File: src/hw/srcopt_pkg.sv
// package: constants and carrier types for the stop recovery and option control block
package srcopt_pkg;

  // ==========================================
  // stabilization timing, in 4x bus clock cycles
  localparam int unsigned SRCOPT_SHORT_REC_CYC = 32;
  localparam int unsigned SRCOPT_LONG_REC_CYC  = 4096;
  localparam int unsigned SRCOPT_CNT_W         = 13;
  localparam logic [SRCOPT_CNT_W-1:0] SRCOPT_SHORT_LOAD = 13'h0020;
  localparam logic [SRCOPT_CNT_W-1:0] SRCOPT_LONG_LOAD  = 13'h1000;
  localparam logic [SRCOPT_CNT_W-1:0] SRCOPT_CNT_ZERO   = 13'h0000;

  // ==========================================
  // bus clock divider and wakeup timer
  localparam int unsigned SRCOPT_BUS_DIV   = 4;
  localparam logic [1:0]  SRCOPT_DIV_LAST  = 2'h3;
  localparam int unsigned SRCOPT_AWU_W     = 16;
  localparam logic [SRCOPT_AWU_W-1:0] SRCOPT_AWU_ZERO = 16'h0000;

  // ==========================================
  // option bits written by software
  typedef struct packed {
    logic wakeup_timer_irq_enable;
    logic keypad_irq_mask;
    logic lowvolt_monitor_power_off;
    logic lowvolt_range_select;
    logic short_stop_recovery;
    logic stop_enable;
    logic watchdog_disable;
  } srcopt_opt_t;

  localparam srcopt_opt_t SRCOPT_OPT_RST = '0;

  // ==========================================
  // control outputs
  typedef struct packed {
    logic watchdog_enable;
    logic lowvolt_monitor_power_on;
    logic lowvolt_5v_mode;
    logic auto_wakeup_timer_run;
    logic cpu_hold;
    logic in_stop;
    logic illegal_opcode_reset;
  } srcopt_ctl_t;

  typedef enum logic [1:0] {
    SRCOPT_RUN,
    SRCOPT_STOP,
    SRCOPT_RECOVER
  } srcopt_state_t;

endpackage

File: src/hw/srcopt_sync.sv
// two flip-flop synchroniser for the asynchronous keypad wake source
`timescale 1ns/10ps
module srcopt_sync
  import srcopt_pkg::*;
(
  input  wire  logic ref_clk,
  input  wire  logic arst_n,
  input  wire  logic async_in,
  output logic       sync_out
);

  logic meta_q;

  always_ff @(posedge ref_clk or negedge arst_n)
  begin
    if (!arst_n)
    begin
      meta_q   <= 1'b0;
      sync_out <= 1'b0;
    end
    else
    begin
      meta_q   <= async_in;
      sync_out <= meta_q;
    end
  end

endmodule

File: src/hw/srcopt_top.sv
// stop-mode entry, recovery delay, wakeup timer and option-bit control
`timescale 1ns/10ps
module srcopt_top
  import srcopt_pkg::*;
(
  input  wire  logic        ref_clk,
  input  wire  logic        arst_n,
  input  wire  logic        por_pulse,
  input  wire  logic        lvr_pulse,
  input  wire  logic        opt_we,
  input  wire  srcopt_opt_t opt_wdata,
  input  wire  logic        stop_opcode,
  input  wire  logic        keypad_irq_pin,
  input  wire  logic        other_wake,
  output srcopt_opt_t       opt_q,
  output srcopt_ctl_t       ctl_q,
  output logic              bus_clk_en_q,
  output logic [SRCOPT_AWU_W-1:0] awu_count_q
);

  srcopt_state_t          state_q;
  logic [SRCOPT_CNT_W-1:0] rec_cnt_q;
  logic [1:0]             div_q;
  logic                   keypad_sync;
  logic                   wake;
  logic                   stop_go;
  logic                   stop_bad;

  // ==========================================
  // wake source conditioning
  srcopt_sync u_kbd_sync (
    .ref_clk  (ref_clk),
    .arst_n   (arst_n),
    .async_in (keypad_irq_pin),
    .sync_out (keypad_sync)
  );

  assign wake = (keypad_sync & ~opt_q.keypad_irq_mask) | other_wake;

  // stop enable decides execute or illegal
  assign stop_go  = (state_q == SRCOPT_RUN) && stop_opcode && opt_q.stop_enable;
  assign stop_bad = (state_q == SRCOPT_RUN) && stop_opcode && !opt_q.stop_enable;

  // ==========================================
  // option register; range select survives low-voltage resets only
  always_ff @(posedge ref_clk or negedge arst_n)
  begin
    if (!arst_n)
      opt_q <= SRCOPT_OPT_RST;
    else if (por_pulse)
      opt_q <= SRCOPT_OPT_RST;
    else if (lvr_pulse)
    begin
      // range select kept on low-voltage reset
      opt_q <= SRCOPT_OPT_RST;
      opt_q.lowvolt_range_select <= opt_q.lowvolt_range_select;
    end
    else if (opt_we)
      opt_q <= opt_wdata;
  end

  // ==========================================
  // bus clock divider
  always_ff @(posedge ref_clk or negedge arst_n)
  begin
    if (!arst_n)
    begin
      div_q        <= 2'h0;
      bus_clk_en_q <= 1'b0;
    end
    else
    begin
      div_q        <= div_q + 2'h1;
      bus_clk_en_q <= (div_q == SRCOPT_DIV_LAST);
    end
  end

  // ==========================================
  // stop / recovery sequencer
  always_ff @(posedge ref_clk or negedge arst_n)
  begin
    if (!arst_n)
    begin
      state_q   <= SRCOPT_RECOVER;
      rec_cnt_q <= SRCOPT_LONG_LOAD;
    end
    else if (por_pulse || lvr_pulse)
    begin
      // long delay after power-on or low-voltage reset
      state_q   <= SRCOPT_RECOVER;
      rec_cnt_q <= SRCOPT_LONG_LOAD;
    end
    else
    begin
      case (state_q)
        SRCOPT_RUN:
        begin
          if (stop_go)
            state_q <= SRCOPT_STOP;
        end
        SRCOPT_STOP:
        begin
          if (wake)
          begin
            state_q   <= SRCOPT_RECOVER;
            rec_cnt_q <= opt_q.short_stop_recovery ? SRCOPT_SHORT_LOAD : SRCOPT_LONG_LOAD;
          end
        end
        SRCOPT_RECOVER:
        begin
          if (rec_cnt_q == SRCOPT_CNT_ZERO + 13'h0001)
            state_q <= SRCOPT_RUN;
          rec_cnt_q <= rec_cnt_q - 13'h0001;
        end
        default:
        begin
          state_q <= SRCOPT_RUN;
        end
      endcase
    end
  end

  // ==========================================
  // wakeup timer counter
  always_ff @(posedge ref_clk or negedge arst_n)
  begin
    if (!arst_n)
      awu_count_q <= SRCOPT_AWU_ZERO;
    else if (stop_go)
      awu_count_q <= SRCOPT_AWU_ZERO;
    // counts only in stop when enabled
    else if (state_q == SRCOPT_STOP && opt_q.wakeup_timer_irq_enable && bus_clk_en_q)
      awu_count_q <= awu_count_q + 16'h0001;
  end

  // ==========================================
  // registered control outputs
  always_ff @(posedge ref_clk or negedge arst_n)
  begin
    if (!arst_n)
      ctl_q <= '0;
    else
    begin
      ctl_q.watchdog_enable          <= ~opt_q.watchdog_disable;
      ctl_q.lowvolt_monitor_power_on <= ~opt_q.lowvolt_monitor_power_off;
      ctl_q.lowvolt_5v_mode          <= opt_q.lowvolt_range_select;
      ctl_q.auto_wakeup_timer_run    <= (state_q == SRCOPT_STOP) &&
                                        opt_q.wakeup_timer_irq_enable;
      ctl_q.cpu_hold                 <= (state_q != SRCOPT_RUN);
      ctl_q.in_stop                  <= (state_q == SRCOPT_STOP);
      ctl_q.illegal_opcode_reset     <= stop_bad;
    end
  end

  // ==========================================
  // checks
  property p_stop_illegal;
    @(posedge ref_clk) disable iff (!arst_n)
    stop_bad && !por_pulse && !lvr_pulse |=> ctl_q.illegal_opcode_reset && state_q == SRCOPT_RUN;
  endproperty
  a_stop_illegal: assert property (p_stop_illegal)
    else $error("illegal stop not reported");

  property p_stop_enter;
    @(posedge ref_clk) disable iff (!arst_n)
    stop_go && !por_pulse && !lvr_pulse |=> state_q == SRCOPT_STOP ##1 ctl_q.in_stop;
  endproperty
  a_stop_enter: assert property (p_stop_enter)
    else $error("stop not entered");

  property p_awu_zero;
    @(posedge ref_clk) disable iff (!arst_n)
    stop_go |=> awu_count_q == SRCOPT_AWU_ZERO;
  endproperty
  a_awu_zero: assert property (p_awu_zero)
    else $error("wakeup counter not cleared");

  property p_awu_idle;
    @(posedge ref_clk) disable iff (!arst_n)
    state_q != SRCOPT_STOP |=> $stable(awu_count_q) || $past(stop_go);
  endproperty
  a_awu_idle: assert property (p_awu_idle)
    else $error("wakeup counter moved outside stop");

  property p_short_rec;
    @(posedge ref_clk) disable iff (!arst_n || por_pulse || lvr_pulse)
    state_q == SRCOPT_STOP && wake && opt_q.short_stop_recovery
      |=> rec_cnt_q == SRCOPT_SHORT_LOAD ##32 state_q == SRCOPT_RUN;
  endproperty
  a_short_rec: assert property (p_short_rec)
    else $error("short recovery length wrong");

  property p_long_lvr;
    @(posedge ref_clk) disable iff (!arst_n)
    lvr_pulse |=> rec_cnt_q == SRCOPT_LONG_LOAD && state_q == SRCOPT_RECOVER;
  endproperty
  a_long_lvr: assert property (p_long_lvr)
    else $error("low-voltage exit not long");

  property p_range_keep;
    @(posedge ref_clk) disable iff (!arst_n)
    lvr_pulse && !por_pulse |=> $stable(opt_q.lowvolt_range_select);
  endproperty
  a_range_keep: assert property (p_range_keep)
    else $error("range select lost on non power-on reset");

  // ctl_q still shows its reset value one edge after release, so skip that edge
  property p_wdog;
    @(posedge ref_clk) disable iff (!arst_n)
    $past(arst_n) |-> ctl_q.watchdog_enable == !$past(opt_q.watchdog_disable);
  endproperty
  a_wdog: assert property (p_wdog)
    else $error("watchdog gate wrong");

  property p_kbd_mask;
    @(posedge ref_clk) disable iff (!arst_n || por_pulse || lvr_pulse)
    state_q == SRCOPT_STOP && !other_wake && opt_q.keypad_irq_mask |=> state_q == SRCOPT_STOP;
  endproperty
  a_kbd_mask: assert property (p_kbd_mask)
    else $error("masked keypad woke the device");

  property p_bus_div;
    @(posedge ref_clk) disable iff (!arst_n)
    bus_clk_en_q |=> !bus_clk_en_q [*3] ##1 bus_clk_en_q;
  endproperty
  a_bus_div: assert property (p_bus_div)
    else $error("bus enable not one in four");

endmodule
File: config.mk
export PLATFORM = sky130hd
export DESIGN_NAME = srcopt_top
export DESIGN_NICKNAME = d
export VERILOG_FILES = /design/src/hw/srcopt_pkg.sv /design/src/hw/srcopt_sync.sv /design/src/hw/srcopt_top.sv
export SDC_FILE = /design/constraint.sdc
export NUM_CORES = 1
export LEC_CHECK = 0
export BUFFER_PORTS_ARGS = -buffer_cell sky130_fd_sc_hd__buf_2
export CAP_MARGIN = 20
export CORE_MARGIN = 5
export CORE_UTILIZATION = 55
export DETAILED_ROUTE_END_ITERATION = 10
export PLACE_DENSITY_LB_ADDON = 0.2
export REMOVE_ABC_BUFFERS = 1
export SLEW_MARGIN = 0
export SYNTH_ARGS = -nofsm -noshare
export SYNTH_HDL_FRONTEND = slang
export SYNTH_HIERARCHICAL = 1
export SYNTH_SLANG_ARGS = --single-unit
File: constraint.sdc
create_clock -name ref_clk -period 5.11 [get_ports ref_clk]
set_clock_uncertainty 0.2 [all_clocks]
set_input_delay 1.022 -clock ref_clk [delete_from_list [all_inputs] [get_ports ref_clk]]
set_output_delay 1.022 -clock ref_clk [all_outputs]
set_load 0.03 [all_outputs]
# Word-level counts from Yosys, hierarchy flattened
# Index checks and enable logic that the tools add are counted.
# word_totals
ff_bits,50
in_bits,15
output_inout_bits,31
elab_cells,67
# classes
add_sub_neg,3
n_eq_ne,8
n_mux,14
n_bitwise,5
n_reduce_logical,16
# op_table
cell,count
13-bit two-way mux,3
16-bit two-way mux,2
13-bit case mux with 2 select lines,1
7-bit two-way mux,3
16-bit by 1-bit adder with 16-bit output (second input constant),1
13-bit by 1-bit equality test with 1-bit output (second input constant),1
13-bit by 1-bit subtractor with 13-bit output (second input constant),1
2-bit two-way mux,4
3-bit != test (second input constant),2
2-bit case mux with 3 select lines,1
2-bit nonzero test,3
3-bit nonzero test,2
1-bit logical AND,5
2-bit equality test (second input constant),2
2-bit AND reduction,2
3-bit by 2-bit != test with 1-bit output (second input constant),1
1-bit NOT,3
3-bit AND reduction,1
2-bit by 1-bit adder with 2-bit output (second input constant),1
2-bit by 1-bit equality test with 1-bit output (second input constant),1
2-bit zero test,1
2-bit != test (second input constant),1
1-bit AND,1
1-bit zero test,1
2 further kinds,2

# Longest topological paths before layout
# Gate-level depths: netlist (run 1).
# logic_depth
ltp_word,6
mapped_depth,6
mapped_depth_nobuf,6

# Cells and area by module
# The synthesis (run 1) kept the hierarchy.
# modules_own_cells
mod,instances,cells_per_inst,area_each_um2,seq_area_each_um2
srcopt_top,1,230,2383.5,1203.7
srcopt_sync,1,2,50.0,50.0

# Worst setup path after synthesis (run 1)
# Ideal clock, no wire load.
# synth_path
path_kind,input port to flip-flop
start,input port por_pulse
end,register rec_cnt_q[2]
setup_ps,129
arrival_time_ps,2062
required_ps,4781
path_slack_ps,2719
stages,5
path_buffers,1
cell_sequence,or2_2 clkbuf_1 nor2_2 a21boi_0 mux2i_1
# synth_via
elab_chain_cells,3
elab_cells_between_ends,5
cone_classes,eq/ne: 1; mux: 1; reduce/logical: 3
# synth_lines
item,line,text
from (decl),srcopt_top.sv:8,"input wire logic por_pulse,"
1-bit logical OR *,srcopt_top.sv:87,else if (por_pulse || lvr_pulse)
3-bit != test (no source line) / 3-bit nonzero test (equally long branches),-,
2-bit AND reduction (no source line),-,
to (signal assigned),srcopt_top.sv:106,rec_cnt_q <= opt_q.short_stop_recovery ? SRCOPT_SHORT_LOAD : SRCOPT_LONG_LOAD;
to (signal assigned),srcopt_top.sv:113,rec_cnt_q <= rec_cnt_q - 13'h0001;
to (decl),srcopt_top.sv:22,logic [SRCOPT_CNT_W-1:0] rec_cnt_q;
# Mark *: on every way between the ends. The rest lies on a longest branch, timed or not.
# A chain may end at the register's enable or synchronous reset.

# Final worst setup path (run 1)
# layout_path
start,input port stop_opcode
end,register awu_count_q[10]
# layout_via
elab_chain_cells,3
elab_cells_between_ends,4
cone_classes,mux: 1; reduce/logical: 3
# layout_lines
item,line,text
from (decl),srcopt_top.sv:12,"input wire logic stop_opcode,"
1-bit logical AND * (2 in a row),srcopt_top.sv:41,assign stop_go = (state_q == SRCOPT_RUN) && stop_opcode && opt_q.stop_enable;
16-bit two-way mux / 2-bit nonzero test (equally long branches),-,
to (signal assigned),srcopt_top.sv:133,awu_count_q <= awu_count_q + 16'h0001;
to (decl),srcopt_top.sv:18,output logic [SRCOPT_AWU_W-1:0] awu_count_q
# Marked as above.

==> summary.md, run 1 <==
| Metric | Value |
|---|---|
| Unrepaired setup endpoints after global routing | `no` |
| Layout area overhead | `15.5%` |
| Largest net degree at the start of global routing | `51` |
| Post-cts resize count | `0` |
| Fin util | `0.650` |
| Hold crit path type | `flop to flop` |
| Max stage delay cell, worst path | `and4bb_1` |
| Avg Vias per Cell | `5.76` |
| Sink of the worst hold path | `u_kbd_sync/sync_out$_DFF_PN0_` |
| WP data required | `5.14 ns` |
| Iteration count of the initial detailed-routing pass | `6` |
| Total GRT Usage | `0.177` |
| Core area | `4320 µm²` |
| Worst Tran Pin Value | `0.814 ns` |
| HP Start | `u_kbd_sync/meta_q$_DFF_PN0_` |
| Total negative setup slack | `0 ns` |
| Maximum clock insertion buffer count | `2` |
| Status | `finished clean` |
| Relative slew slack | `0.456` |
| Hold WS | `0.159 ns` |
| Pwr Total | `929 µW` |
| Area contributors post-synth | `dfrtp_1 (49%), mux2i_1 (5.3%), nor2_1 (2.9%)` |
| Dpl hpwl | `3360 µm` |
| Post-CTS Setup Repair Bufs | `0` |
| CP max stage delay | `0.61 ns` |
| Register area share after synthesis | `0.515` |
| Antenna viol nets, final | `0` |
| Hold_buf cts | `0` |
| Critical Path Start Type | `input port` |
| Filler Cell Count | `350` |
| Yosys top cell by area | `dfrtp_1` |
| Reg2reg end | `awu_count_q[10]$_DFFE_PN0P_` |
| CTS clk-pin slew, worst paths | `0.09 ns` |
| Mapped Cells | `232` |
| Die area | `5860 µm²` |
| Global route overflow | `0` |
| #FFs+latches synth | `50` |
| Hold path depth | `0` |
| CP Max Fanout | `16` |
| Dominant cell by count in the synthesized netlist | `dfrtp_1` |
| WL/cell | `14.8 µm` |
| Worst R2R Setup Slack | `2.91 ns` |
| Fin crit share | `0.481` |
| Max_cap viols | `0` |
| PortBufs | `45` |
| Initial antenna violation count | `0` |
| Placed inst area | `2700 µm²` |
| DRC Markers | `0` |
| Period minus WS final | `2.46 ns` |
| CTS buffer count | `5` |
| Top_reg_cell synth | `dfrtp_1` |
| Final Max Tran Viols | `0` |
| Worst R2R Path Depth | `4` |
| First-pass GRT wire length | `8490 µm` |
| Hold Vio Cnt, Final | `0` |
| Syn. warnings | `6` |
| Die Height | `76.5 µm` |
| Max Fclk | `407 MHz` |
| Worst skew pair latency | `0.31 ns` |
| Crit Path Category | `input port to flop` |
| Post-synth cell types | `52` |
| Crit end category | `flop` |
| Global placement routability congestion | `0.750` |
| Mapped cell area | `2430 µm²` |
| Sink Count | `50` |
| Vias in the first global route | `1782` |
| Avg Inst Size Synth | `10.5 µm²` |
| PD cells | `330 nW/µm²` |
| Max VDD drop | `0.214 mV` |
| H-Tree Depth | `2` |
| Chip Width | `76.5 µm` |
| CP Buf/Inv Count | `1` |
| Antenna Cells | `0` |
| Drt initial violations | `109` |
| P_leak | `0.00127 µW` |
| Num rows | `24` |
| Crit-path cells | `buf_2 -> and4bb_1 -> o211ai_4 -> or4_1 -> a21oi_1` |
| Post-synth EDFFs | `0` |
| Vias | `1901` |
| Top Family by Delay on Critical Path | `simple AND/OR/NAND/NOR gates` |
| Setup violators final | `0` |
| Initial Utilization | `0.563` |
| R2R Path Start | `state_q[0]$_DFFE_PN0P_` |
| Root buffer cell | `clkbuf_8` |
| Finished Cell Area | `2810 µm²` |
| Fraction of layout cells with a size suffix above 1 | `0.227` |
| CP arrival | `2.49 ns` |
| Area share of the largest cell type after synthesis | `0.494` |
| Final WL | `4890 µm` |
| CTS tree | `yes` |
| Nets | `296` |
| # IOs | `46` |
| Top post-synthesis cells by count | `dfrtp_1 (48), nor2_1 (19), nand2_1 (15)` |
| Post-synth ARST share | `1.00` |
-- power by group --
group	leakage, µW	switching, µW	internal [µW]	total, µW
Sequential	0.000626	40.3	429	469
Combinational	0.000595	116	71.1	187
Clock	0.0000514	127	146	273
-- stage by stage --
step	cells	setup WS, ns
6_report	330	2.65
5_1_grt	330	2.54
4_1_cts	330	2.65
3_5_place_dp	322	2.31
3_3_place_gp	322	2.39
2_1_floorplan	223	2.47
-- cell type report --
cell class	count	area, µm²	share of cell area
multi-input cells	164	1110	0.394
inverters	9	33.8	0.0120
clock inverters	2	37.5	0.0134
clock buffers	6	72.6	0.0258
well taps	52	65.1	0.0231
flip-flops and latches	50	1250	0.446
repair buffers	47	240	0.0854
-- placed cells by master (no fill, tap or decap), drive strengths merged, types with 5 or more instances in the layout --
cell     n
mux2i   13
a21oi   13
nand4    8
or4      6
nand3   13
buf     47
o31ai    5
inv      9
clkbuf   6
nand3b   6
dfrtp   48
o21ai    7
nor2    20
nand2   15
-- worst max-delay path by stage --
| stage | startpoint | endpoint | slack, ns | depth (start not counted) |
|---|---|---|---|---|
| after floorplan | other_wake | rec_cnt_q[2]$_DFFE_PN0P_ | 2.47 | 3 |
| after global placement | stop_opcode | awu_count_q[10]$_DFFE_PN0P_ | 2.39 | 5 |
| after detailed placement | stop_opcode | awu_count_q[12]$_DFFE_PN0P_ | 2.31 | 5 |
| after CTS | stop_opcode | awu_count_q[12]$_DFFE_PN0P_ | 2.65 | 5 |
| after global routing | por_pulse | rec_cnt_q[11]$_DFFE_PN0P_ | 2.54 | 5 |
| final | stop_opcode | awu_count_q[10]$_DFFE_PN0P_ | 2.65 | 5 |
-- kinds of logic (layout without fill, tap and decap cells) --
family / Yosys count / in the layout / synth area share
buffers and inverters: 18 / 64 / 0.0293
and+or+nand+nor: 99 / 99 / 0.242
AOI/OAI and AO/OA: 41 / 41 / 0.115
muxes: 13 / 13 / 0.0535
DFF: 50 / 50 / 0.515
xor gates and xnor gates: 7 / 7 / 0.0252
adders and majority gates: 4 / 4 / 0.0206
-- sequential cells by signal, indices dropped and copies added (netlist names) --
register	cells
state_q	2
ctl_q	7
rec_cnt_q	13
bus_clk_en_q	1
u_kbd_sync/meta_q	1
opt_q	7
div_q	2
awu_count_q	16
u_kbd_sync/sync_out	1
-- layer usage --
layer / track usage / up-vias / wire length [µm] / part of all wire
met5: 0 / - / 0 / 0
met4: 0.0787 / 0 / 72 / 0.015
met3: 0.0378 / 7 / 227 / 0.046
met2: 0.283 / 37 / 2480 / 0.51
met1: 0.229 / 922 / 2110 / 0.43
li1: - / 935 / - / -
(Power assumes the default switching activity.)
==> run 2, diff against run 1 <==
--- a/config.mk
+++ b/config.mk
@@ -5,10 +5,11 @@
 export SDC_FILE = /design/constraint.sdc
 export NUM_CORES = 1
 export LEC_CHECK = 0
+export ABC_AREA = 1
 export BUFFER_PORTS_ARGS = -buffer_cell sky130_fd_sc_hd__buf_2
 export CAP_MARGIN = 20
 export CORE_MARGIN = 5
-export CORE_UTILIZATION = 55
+export CORE_UTILIZATION = 50
 export DETAILED_ROUTE_END_ITERATION = 10
 export PLACE_DENSITY_LB_ADDON = 0.2
 export REMOVE_ABC_BUFFERS = 1
==> constraint.sdc (replaced) <==
create_clock -name ref_clk -period 2 [get_ports ref_clk]
set_clock_uncertainty 0.2 [all_clocks]
set_input_delay 0.4 -clock ref_clk [delete_from_list [all_inputs] [get_ports ref_clk]]
set_output_delay 0.4 -clock ref_clk [all_outputs]
set_load 0.03 [all_outputs]
==> run 2 against run 1 <==
Compared with the run above: die area up 13%; clock power grew to 2.8 times the previous value; worst hold slack worse by 0.097 ns; highest routed layer unchanged; flip-flop and latch count stayed put; non-clock buffer count is 5 higher; register-to-register slack got worse by 2.6 ns; utilization decreased by 4.7 points; sequential power is 150% higher; cell count grew 33%.
==> summary.md, run 2 <==
| Metric | Value |
|---|---|
| Top_reg_cell synth | `dfrtp_1` |
| Crit Path Category | `flop to flop` |
| CTS tree | `yes` |
| Hold_buf cts | `2` |
| Top Layer Used | `met4` |
| Commonest non-fill, non-tap cell in the layout | `nand2_1` |
| PortBufs | `45` |
| Unrepaired setup endpoints after global routing | `no` |
| Post-synth EDFFs | `0` |
| Num rows | `26` |
| Final Max Tran Viols | `0` |
| WP data required | `2.04 ns` |
| Simple-gate share of the synthesized area | `0.317` |
| Initial antenna violation count | `0` |
| Most flops, register | `awu_count_q` |
| Hold crit path type | `input port to flop` |
| Fin crit share | `0.864` |
| CP arrival | `1.77 ns` |
| CP Buf/Inv Count | `0` |
| Post-synth ARST share | `1.00` |
| Die Height | `81.3 µm` |
| CP Max Fanout | `7` |
| Largest registers | `awu_count_q: 16 flops, rec_cnt_q: 13 flops` |
| P_leak | `0.00151 µW` |
| Chip Width | `81.3 µm` |
| Synth Area in XOR/XNOR | `0.0103` |
| Iteration count of the initial detailed-routing pass | `5` |
| Maximum clock insertion buffer count | `2` |
| Register area share after synthesis | `0.493` |
| Dominant cell by count in the synthesized netlist | `nand2_1` |
| Post-cts resize count | `0` |
| Top Family by Delay on Critical Path | `simple AND/OR/NAND/NOR gates` |
| Post-CTS Setup Repair Bufs | `0` |
| Layout area overhead | `19.0%` |
| Antenna Cells | `0` |
| Core area | `5010 µm²` |
| CP max stage delay | `0.47 ns` |
| Hold Vio Cnt, Final | `0` |
| Total negative setup slack | `0 ns` |
| Wire length on met2 | `2800 µm` |
| Met1 wire length | `2410 µm` |
| CTS clk-pin slew, worst paths | `0.10 ns` |
| Total GRT Usage | `0.189` |
| Period minus WS final | `1.73 ns` |
| Dpl hpwl | `4320 µm` |
| WL/cell | `12.7 µm` |
| Nets | `387` |
| First-pass GRT wire length | `9670 µm` |
| Initial Utilization | `0.507` |
| Post-synth cell types | `34` |
| Crit-path cells | `ha_1 -> nand2_1 -> nor2_2 -> and2_1 -> nand3_1 -> nand2_1 -> nand2_1 -> nor2_1` |
| Avg Vias per Cell | `5.10` |
| Area share of the largest cell type after synthesis | `0.473` |
| H-Tree Depth | `2` |
| Worst Tran Pin Value | `0.449 ns` |
| Fin util | `0.604` |
| Syn. warnings | `6` |
| CTS buffer count | `5` |
| Root buffer cell | `clkbuf_8` |
| Global route overflow | `0` |
| Largest family of logic cells by synthesized area | `simple AND/OR/NAND/NOR gates` |
| Largest register FFs | `16` |
| WL met3 | `308 µm` |
| DRC Markers | `0` |
| Vias in the first global route | `2154` |
| Sink Count | `50` |
| Global placement routability congestion | `0.872` |
| Worst skew pair latency | `0.31 ns` |
| #FFs+latches synth | `50` |
| Mapped cell area | `2540 µm²` |
| Yosys top cell by area | `dfrtp_1` |
| Max_cap viols | `0` |
| # IOs | `46` |
| Setup violators final | `0` |
| Post-synthesis mux area share | `0` |
| Crit end category | `flop` |
| Status | `finished clean` |
| Relative slew slack | `0.698` |
| Max stage delay cell, worst path | `dfrtp_1` |
| Mapped Cells | `311` |
| Post-Synth Adder-Cell Area | `0.0197` |
| PD cells | `785 nW/µm²` |
| Avg Inst Size Synth | `8.17 µm²` |
| Fraction of layout cells with a size suffix above 1 | `0.238` |
| Critical Path Start Type | `flop` |
| Vias | `2238` |
| Complex-gate fraction of the synthesized area | `0.0931` |
| Largest net degree at the start of global routing | `21` |
| Drt initial violations | `93` |
| Final WL | `5560 µm` |
| Max VDD drop | `0.526 mV` |
| Top post-synthesis cells by count | `nand2_1 (71), dfrtp_1 (48), nor2_1 (41), inv_1 (35), nand3_1 (16)` |
| Max Fclk | `579 MHz` |
| Most frequent cells in the layout | `nand2_1 (71), dfrtp_1 (48), buf_2 (45)` |
| Antenna viol nets, final | `0` |
| Area contributors post-synth | `dfrtp_1 (47%), nand2_1 (10%), nor2_1 (6.1%)` |
| Critical path's most frequent cell | `nand2_1` |
| Die area | `6610 µm²` |
-- run 2: cell count changes after synthesis, sizes merged, moves of 4 or more --
| cell | before | now |
|---|---|---|
| clkbuf | 5 | 1 |
| inv | 9 | 42 |
| mux2i | 13 | 0 |
| nand2 | 15 | 74 |
| nand3 | 13 | 19 |
| nand3b | 6 | 1 |
| nor2 | 20 | 52 |
| nor2b | 4 | 0 |
| nor3 | 2 | 9 |
| o21ai | 7 | 18 |
| or4 | 6 | 0 |
-- run 2: final timing paths --
path | from | to | slack, ns | cells past startpoint
setup / recovery | awu_count_q[0]$_DFFE_PN0P_ | awu_count_q[12]$_DFFE_PN0P_ | 0.27 | 8
hold / removal | por_pulse | opt_q[3]$_DFFE_PN0P_ | 0.06 | 2
setup reg to reg | awu_count_q[0]$_DFFE_PN0P_ | awu_count_q[12]$_DFFE_PN0P_ | 0.27 | 8
hold reg to reg | u_kbd_sync/meta_q$_DFF_PN0_ | u_kbd_sync/sync_out$_DFF_PN0_ | 0.16 | 0
min in group asynchronous | arst_n | rec_cnt_q[6]$_DFFE_PN0P_ | 0.38 | 2
max in group asynchronous | arst_n | rec_cnt_q[0]$_DFFE_PN0P_ | 0.69 | 3
-- run 2: layout make-up --
cell class / count / area (µm²)
Timing Repair Buffer: 52 / 283
Clock inverter: 2 / 38.8
Sequential cell: 50 / 1250
Clock buffer: 6 / 82.6
Fill cell: 484 / 1990
Multi-Input combinational cell: 217 / 1120
Tap cell: 70 / 87.6
Inverter: 42 / 160
-- run 2: through the flow --
step           hold slack (ns)  total power (µW)  setup WS (ns)  area (µm²)  cells
2_1_floorplan          -0.0956              1480          0.259        2530    309
3_3_place_gp             0.133              1620          0.273        2880    429
3_5_place_dp             0.136              1630          0.218        2880    429
4_1_cts                 0.0577              2390          0.275        3020    439
5_1_grt                 0.0534              2510         0.0902        3020    439
6_report                0.0624              2370          0.272        3020    439
-- run 2: metal layers --
layer  vias to the layer above  GRT usage
met2                        56      0.339
li1                       1122          -
met4                         0     0.0507
met3                         7     0.0432
met1                      1053      0.226
met5                         -          0
-- run 2: kinds of logic (layout without fill, tap and decap cells) --
| group | after synthesis | count (layout) |
|---|---|---|
| compound gates | 41 | 41 |
| xor+xnor | 3 | 3 |
| fa+ha+maj | 4 | 4 |
| buf+inv | 44 | 102 |
| flops | 50 | 50 |
| simple gates | 169 | 169 |
-- run 2: report_power, final --
group	total, µW	switching, µW	leakage, µW	internal [µW]
clock	758	346	0.0000618	412
sequential	1150	74.1	0.000639	1080
combinational	462	309	0.000806	154
total	2370	729	0.00151	1640
-- run 2: worst register-to-register path: stages (launching register included) --
cell	delay, ns
dfrtp_1	0.47
ha_1	0.23
nand2_1	0.11
nor2_2	0.23
and2_1	0.18
nand3_1	0.07
nand2_1	0.06
nand2_1	0.04
nor2_1	0.07
